===== config.mk =====
export PLATFORM = sky130hd
export DESIGN_NAME = pcs_error_counter_config
export DESIGN_NICKNAME = d
export VERILOG_FILES = /design/src/hdl/pcs_regs_pkg.sv /design/src/hdl/desc_lock_timer.sv /design/src/hdl/pcs_error_counter_config.sv
export SDC_FILE = /design/constraint.sdc
export NUM_CORES = 1
export LEC_CHECK = 0
export BUFFER_PORTS_ARGS = -buffer_cell sky130_fd_sc_hd__buf_2
export CAP_MARGIN = 20
export CORE_MARGIN = 5
export CORE_UTILIZATION = 49
export CTS_CLUSTER_SIZE = 12
export DETAILED_ROUTE_END_ITERATION = 16
export PLACE_DENSITY = 0.75
export SYNTH_ARGS = -nofsm -noshare
export SYNTH_HDL_FRONTEND = slang
export SYNTH_HIERARCHICAL = 1
export SYNTH_SLANG_ARGS = --single-unit
export TNS_END_PERCENT = 30

===== constraint.sdc =====
create_clock -name ref_clk_in -period 2 [get_ports ref_clk_in]
set_input_delay 0.4 -clock ref_clk_in [delete_from_list [all_inputs] [get_ports ref_clk_in]]
set_output_delay 0.4 -clock ref_clk_in [all_outputs]
set_load 0.01 [all_outputs]

===== src/hdl/pcs_regs_pkg.sv =====
// constants, field positions and carrier types for the coding sublayer
// register pair of one port; shared by the register bank and its timer.
package pcs_regs_pkg;
    // management register addresses
    localparam logic [4:0] ADDR_ERR_COUNT = 5'h15;
    localparam logic [4:0] ADDR_CFG = 5'h16;
    // field positions in the configuration word
    localparam int BIT_FREE_CLK = 11;
    localparam int BIT_QUIET_TX = 10;
    localparam int BIT_FORCE_SD = 9;
    localparam int BIT_DETECT_ALGORITHM_BIT = 8;
    localparam int BIT_DESCRAMBLER_TIMEOUT_SELECT = 7;
    localparam int BIT_FIBER = 6;
    localparam int BIT_GOOD_LINK = 5;
    localparam int BIT_FAR_FAULT = 3;
    // writable bits; 15:12, 4 and 2:0 stay zero
    localparam logic [15:0] CFG_RW_MASK = 16'h0FE8;
    localparam logic [15:0] CFG_RESET = 16'h0100;
    localparam logic [15:0] ERR_RESET = 16'h0000;
    localparam logic [7:0] ERR_MAX = 8'hFF;
    localparam logic [7:0] ERR_ONE = 8'h01;
    localparam logic [7:0] ERR_ZERO = 8'h00;
    // descrambler timeouts and the clock period
    localparam int CLK_PERIOD_NS = 20;
    localparam int DESC_SHORT_US = 722;
    localparam int DESC_LONG_MS = 2;
    localparam int DESC_SHORT_CYCLES = (DESC_SHORT_US * 1000) / CLK_PERIOD_NS;
    localparam int DESC_LONG_CYCLES = (DESC_LONG_MS * 1000000) / CLK_PERIOD_NS;
    localparam int TIMER_W = 17;
    // one management access, as handed over by the frame decoder
    typedef struct packed {
        logic valid;
        logic write;
        logic [4:0] addr;
        logic [15:0] wdata;
    } mgmt_req_t;
    // receive-side symbol events
    typedef struct packed {
        logic carrier;
        logic symbol_error;
        logic collision;
    } rx_event_t;
endpackage


===== src/hdl/desc_lock_timer.sv =====
// descrambler lock holder with selectable synchronisation timeout.
// assumes idle and lock pulses are synchronous to ref_clk_in.
`timescale 1ns/1ps
module desc_lock_timer
    import pcs_regs_pkg::*;
#(
    parameter int SHORT_CYCLES = DESC_SHORT_CYCLES,
    parameter int LONG_CYCLES = DESC_LONG_CYCLES
) (
    input wire logic ref_clk_in,
    input wire logic reset_n_in,
    input wire logic long_sel_in,
    input wire logic lock_acquired_in,
    input wire logic idle_seen_in,
    output logic locked_out
);
    // cycles since the last idle refresh
    logic [TIMER_W-1:0] timer;
    // chosen limit for this cycle
    logic [TIMER_W-1:0] limit;

    // pick the timeout from the configuration bit
    always_comb begin
        if (long_sel_in) begin
            limit = TIMER_W'(LONG_CYCLES);
        end else begin
            limit = TIMER_W'(SHORT_CYCLES);
        end
    end

    // timer restarts on every idle or fresh lock
    always_ff @(posedge ref_clk_in or negedge reset_n_in) begin
        if (!reset_n_in) begin
            timer <= '0;
        end else if (idle_seen_in || lock_acquired_in || !locked_out) begin
            timer <= '0;
        end else if (timer < limit) begin
            timer <= timer + TIMER_W'(1);
        end
    end

    // lock holds until the timer runs out
    always_ff @(posedge ref_clk_in or negedge reset_n_in) begin
        if (!reset_n_in) begin
            locked_out <= 1'b0;
        end else if (lock_acquired_in) begin
            locked_out <= 1'b1;
        end else if (timer >= limit) begin
            locked_out <= 1'b0;
        end
    end
endmodule


===== src/hdl/pcs_error_counter_config.sv =====
// receive symbol error tally and 100 Mb/s coding sublayer configuration
// word for one port, reached through the management register port.
// assumes all inputs are synchronous to ref_clk_in and that the fiber
// strap is stable while reset is released.
`timescale 1ns/1ps
module pcs_error_counter_config
    import pcs_regs_pkg::*;
#(
    parameter int SHORT_CYCLES = DESC_SHORT_CYCLES,
    parameter int LONG_CYCLES = DESC_LONG_CYCLES
) (
    input wire logic ref_clk_in,
    input wire logic reset_n_in,
    input wire logic fiber_strap_in,
    input wire mgmt_req_t mgmt_req_in,
    input wire rx_event_t rx_event_in,
    input wire logic signal_level_in,
    input wire logic lock_acquired_in,
    input wire logic idle_seen_in,
    output logic mgmt_ack_out,
    output logic [15:0] mgmt_rdata_out,
    output logic free_clk_out,
    output logic quiet_tx_out,
    output logic forced_detect_out,
    output logic long_timeout_out,
    output logic fiber_mode_out,
    output logic far_end_fault_out,
    output logic link_up_out
);
    // error tally, low byte of the counter register
    logic [7:0] symbol_error_tally;
    // stored configuration word, only writable bits kept
    logic [15:0] cfg_word;
    // strap has been sampled since reset release
    logic strap_loaded;
    // carrier seen on the previous cycle
    logic carrier_d;
    // an invalid symbol has been seen in this event
    logic err_seen;
    // a collision has been seen in this event
    logic col_seen;
    // raw link state before the override
    logic link_raw;
    // descrambler lock from the timeout holder
    logic desc_locked;
    // decoded accesses
    logic rd_err;
    logic wr_cfg;
    // the carrier event just ended
    logic event_end;
    // the ending event earns one count
    logic bump;
    // qualified signal detect
    logic sig_ok;
    // next values
    logic [7:0] next_tally;
    logic next_link;
    logic [15:0] next_rdata;

    // saturating add of one
    function automatic logic [7:0] sat_inc(input logic [7:0] v);
        if (v == ERR_MAX) begin
            return v;
        end
        return v + ERR_ONE;
    endfunction

    // address decode of the management request
    always_comb begin
        rd_err = 1'b0;
        wr_cfg = 1'b0;
        if (mgmt_req_in.valid && !mgmt_req_in.write) begin
            // only the counter has a read side effect
            rd_err = (mgmt_req_in.addr == ADDR_ERR_COUNT);
        end else if (mgmt_req_in.valid && mgmt_req_in.write) begin
            // counter writes fall through and are ignored
            wr_cfg = (mgmt_req_in.addr == ADDR_CFG);
        end
    end

    // carrier event tracking flags
    always_ff @(posedge ref_clk_in or negedge reset_n_in) begin
        if (!reset_n_in) begin
            carrier_d <= 1'b0;
        end else begin
            carrier_d <= rx_event_in.carrier;
        end
    end

    // remember errors and collisions inside one event
    always_ff @(posedge ref_clk_in or negedge reset_n_in) begin
        if (!reset_n_in) begin
            err_seen <= 1'b0;
            col_seen <= 1'b0;
        end else if (!rx_event_in.carrier) begin
            // outside carrier the flags are cleared
            err_seen <= 1'b0;
            col_seen <= 1'b0;
        end else begin
            // sticky within the event
            if (rx_event_in.symbol_error) begin
                err_seen <= 1'b1;
            end
            if (rx_event_in.collision) begin
                col_seen <= 1'b1;
            end
        end
    end

    // decide the count at the end of each carrier event
    always_comb begin
        event_end = carrier_d && !rx_event_in.carrier;
        // one count per event, none with collision
        bump = event_end && err_seen && !col_seen;
    end

    // next tally: read clears, an event in the same cycle survives
    always_comb begin
        next_tally = symbol_error_tally;
        if (rd_err && bump) begin
            // set wins over the read clear
            next_tally = ERR_ONE;
        end else if (rd_err) begin
            next_tally = ERR_ZERO;
        end else if (bump) begin
            // holds at the top
            next_tally = sat_inc(symbol_error_tally);
        end
    end

    // error tally register
    always_ff @(posedge ref_clk_in or negedge reset_n_in) begin
        if (!reset_n_in) begin
            symbol_error_tally <= ERR_ZERO;
        end else begin
            symbol_error_tally <= next_tally;
        end
    end

    // strap capture happens once, on the first edge after release
    always_ff @(posedge ref_clk_in or negedge reset_n_in) begin
        if (!reset_n_in) begin
            strap_loaded <= 1'b0;
        end else begin
            strap_loaded <= 1'b1;
        end
    end

    // configuration word: reset, strap load, then software writes
    always_ff @(posedge ref_clk_in or negedge reset_n_in) begin
        if (!reset_n_in) begin
            cfg_word <= CFG_RESET;
        end else if (!strap_loaded) begin
            // fiber and far-end fault default from the strap
            cfg_word[BIT_FIBER] <= fiber_strap_in;
            cfg_word[BIT_FAR_FAULT] <= fiber_strap_in;
        end else if (wr_cfg) begin
            // masked write keeps unused bits at zero
            cfg_word <= mgmt_req_in.wdata & CFG_RW_MASK;
        end
    end

    // read data mux; unused upper bits are zero
    always_comb begin
        next_rdata = '0;
        if (mgmt_req_in.addr == ADDR_ERR_COUNT) begin
            // current value before the clear
            next_rdata = {8'h00, symbol_error_tally};
        end else if (mgmt_req_in.addr == ADDR_CFG) begin
            next_rdata = cfg_word & CFG_RW_MASK;
        end
    end

    // management answer, one cycle after the request
    always_ff @(posedge ref_clk_in or negedge reset_n_in) begin
        if (!reset_n_in) begin
            mgmt_ack_out <= 1'b0;
            mgmt_rdata_out <= ERR_RESET;
        end else begin
            mgmt_ack_out <= mgmt_req_in.valid;
            if (mgmt_req_in.valid && !mgmt_req_in.write) begin
                mgmt_rdata_out <= next_rdata;
            end
        end
    end

    // configuration outputs straight from the stored word
    always_comb begin
        // free-running receive clock when set
        free_clk_out = cfg_word[BIT_FREE_CLK];
        // true quiet transmit when set
        quiet_tx_out = cfg_word[BIT_QUIET_TX];
        // signal detect forced on
        forced_detect_out = cfg_word[BIT_FORCE_SD];
        // long descrambler timeout
        long_timeout_out = cfg_word[BIT_DESCRAMBLER_TIMEOUT_SELECT];
        // fiber operation enable
        fiber_mode_out = cfg_word[BIT_FIBER];
        // far-end fault indication enable
        far_end_fault_out = cfg_word[BIT_FAR_FAULT];
    end

    // descrambler lock holder with the chosen timeout
    desc_lock_timer #(
        .SHORT_CYCLES(SHORT_CYCLES),
        .LONG_CYCLES(LONG_CYCLES)
    ) u_lock (
        .ref_clk_in(ref_clk_in),
        .reset_n_in(reset_n_in),
        .long_sel_in(cfg_word[BIT_DESCRAMBLER_TIMEOUT_SELECT]),
        .lock_acquired_in(lock_acquired_in),
        .idle_seen_in(idle_seen_in),
        .locked_out(desc_locked)
    );

    // link state decision by the detect algorithm
    always_comb begin
        // forcing makes signal detect always true
        sig_ok = signal_level_in || cfg_word[BIT_FORCE_SD];
        next_link = link_raw;
        if (!link_raw) begin
            // rise needs valid level and lock in both modes
            next_link = sig_ok && desc_locked;
        end else if (cfg_word[BIT_DETECT_ALGORITHM_BIT]) begin
            // lost lock is tolerated
            next_link = sig_ok;
        end else begin
            // either loss drops the link
            next_link = sig_ok && desc_locked;
        end
    end

    // raw link register
    always_ff @(posedge ref_clk_in or negedge reset_n_in) begin
        if (!reset_n_in) begin
            link_raw <= 1'b0;
        end else begin
            link_raw <= next_link;
        end
    end

    // reported link, with the good link override
    always_ff @(posedge ref_clk_in or negedge reset_n_in) begin
        if (!reset_n_in) begin
            link_up_out <= 1'b0;
        end else begin
            // override forces good 100 Mb/s link
            link_up_out <= next_link || cfg_word[BIT_GOOD_LINK];
        end
    end
endmodule


==> run summary <==
status: finished, violations left
failing checks: negative setup slack
most common cell in the netlist: dfrtp_1
top cells by area, synth: dfrtp_1 (48%), ha_1 (4.6%), nand2_1 (3.7%), o21ai_0 (3.5%), a21oi_1 (3.3%)
Async SR Flop Fraction: 1.000
Worst Path Arrival: 2.32 ns
hpwl dp: 4208 um
Finished Cell Area: 0.003385 sq mm
Final Worst Setup Slack: -0.09838 ns
Rel. slew slack: 0.5371
YS warnings: 6
Max-cap violations: 0
Mean Syn Cell Area: 10.44 sq um
cell taking the most area after synthesis: dfrtp_1
final clock skew: 0.007855 ns
number of inserted diodes: 0
Placer Congestion: 0.7891
most common library cells after synthesis: dfrtp_1 (52), nand2_1 (27), o21ai_0 (19)
Core Region: 0.005439 sq mm
peak supply drop: 0.2835 mV
hold_ws: 0.2462 ns
Crit path required time: 2.22 ns
fmax: 0.4766 GHz
DRT Pass-1 Iters: 4
clk_lat worst skew: 0.30 ns
TritonCTS clock tree: built
length in cells of the worst reg-to-reg path: 8
detailed-route vias per instance: 5.608
CTS max path bufs: 2
Initial Util: 0.4992
die area: 0.007130 sq mm
Pins Over Slew Limit: 0
EDFF count, synth: 0
Post-DP Area: 0.003083 sq mm
Layout area overhead: 24.65%
total negative slack: -0.8057 ns
# DRC: 0
vias in the first global route: 2,237
Seq/Total Area, Yosys: 0.4889
Clock transition at path regs: 0.10 ns
Crit Path Max Fanout: 7
post-route ant nets: 0
WS Path Type: flip-flop to flip-flop
antenna violations before repair: 0
Tmin final: 2.098 ns
Rows: 27
largest net degree at the start of global routing: 34
first-pass GRT wire length: 10,200 um
layout cells sized above 1: 0.3681
port bufs: 43
Synth top area share: 0.4793
Top FF cell, synth: dfrtp_1
CTS root buf: clkbuf_8
Die Y: 84.44 um
final hold vios: 0
Worst setup SP type: flip-flop
GRT overflow: 0
GR Util All Layers: 0.1725
#FFs+latches synth: 53
1st-iter DRT viols: 55
worst-margin pin slew: 0.6927 ns
routed len/inst: 15.52 um
RSZ-0062 raised after global routing: true
Num CTS Buffers: 5
wirelength, routed: 6175 um
Final Cycle Share: 1.049
Final #Nets: 367
Synth Cell Area: 0.002715 sq mm
Die W: 84.44 um
# clock sinks: 53
CP Capture Type: flip-flop
Synth Instances: 260
endpoints failing setup: 14
Pwr per Cell Area: 600.6 mW/mm^2
Synth cell types: 57
Via Count: 2,232
Hold Path Class: primary input to flip-flop
Leakage: 0.001502 uW
WHS Path Cells: 1
# IOs: 56
# H-tree levels: 2
==> per-stage QoR <==
stage,util,setup WS [ns],instances,power [uW]
finish,0.6223,-0.09838,398,2033
global placement,0.5668,-0.09642,385,1420
global route,0.6223,-0.1754,398,2160
floorplan,-,0.01856,263,1333
CTS,0.6004,-0.07263,396,2048
detailed placement,0.5668,-0.1431,385,1433
==> placed cells by master, fill, tap and decap left out, drive strengths merged, types with 3 or more instances in the layout <==
master  instances
conb            5
o21ai          20
nor4            5
and4            3
ha             10
and3            4
dfrtp          52
buf            64
nand2          28
a22o            4
nor2           16
mux2            6
nand3          11
or3            13
mux2i           3
a22oi           4
inv             8
xor2            5
xnor2           4
clkbuf          5
nand4           4
a21oi          18
==> layer usage <==
layer / track usage / wire length (um) / up-vias
met5: 0 / 0 / -
met4: 0.05755 / 86 / 0
met3: 0.04711 / 341 / 11
li1: - / - / 1069
met2: 0.2855 / 3120 / 58
met1: 0.2194 / 2626 / 1094
==> worst paths after layout <==
kind | startpoint | end | slack (ns)
worst max-delay path | cfg_word[7]$_DFFE_PN0P_ | u_lock/timer[3]$_DFFE_PN0P_ | -0.1
min in group asynchronous | reset_n_in | u_lock/timer[7]$_DFFE_PN0P_ | 0.44
max in group asynchronous | reset_n_in | carrier_d$_DFF_PN0_ | 0.94
worst min-delay path | rx_event_in[2] | carrier_d$_DFF_PN0_ | 0.25
worst max register to register | cfg_word[7]$_DFFE_PN0P_ | u_lock/timer[3]$_DFFE_PN0P_ | -0.1
worst min register to register | mgmt_rdata_out[6]$_DFFE_PN0P_ | mgmt_rdata_out[6]$_DFFE_PN0P_ | 0.48
==> registers in the layout, summed over array words and instances (netlist names) <==
register,cells
col_seen,1
u_lock/timer,17
symbol_error_tally,8
u_lock/locked_out,1
link_up_out,1
cfg_word,8
carrier_d,1
err_seen,1
mgmt_ack_out,1
link_raw,1
mgmt_rdata_out,12
strap_loaded,1
==> worst max-delay path, cell delays in order (launching register included) <==
cell,delay (ns)
dfrtp_2,0.46
clkinv_4,0.13
ha_4,0.26
and4_4,0.20
a31oi_4,0.17
o21bai_4,0.13
buf_6,0.15
or3_4,0.36
a21oi_2,0.15
==> cells by family after synthesis <==
logic type,Yosys count,synth area share
compound gates,59,0.1378
xor+xnor,9,0.02903
simple gates,100,0.2198
flops,53,0.4889
other cells,2,0.002766
fa+ha+maj,10,0.04608
buf+inv,18,0.03963
mux,9,0.03594
==> area by class of cell <==
type                            instances  area [sq um]
Clock inverter                          3         21.27
Clock buffer                            5         68.82
Tap cell                               72         90.09
Sequential cell                        53          1329
Multi-Input combinational cell        192          1446
Timing Repair Buffer                   65         394.1
Inverter                                8         35.03
Fill cell                             442          2054
==> power breakdown <==
group | internal, uW | switching (uW)
Combinational | 106 | 128
Clock | 249 | 357
Sequential | 1130 | 61.6
Total | 1490 | 547
==> repair_timing <==
item                                    CTS  global route
endpoints found under the setup margin   12            15
cloned                                    0             0
hold buffers                              1             0
hold endpoints to repair                  3             0
resized for setup                        12            24
pin swaps                                11            13
setup buffers                             2             2
No activity file was read; power rests on OpenSTA's default activity.
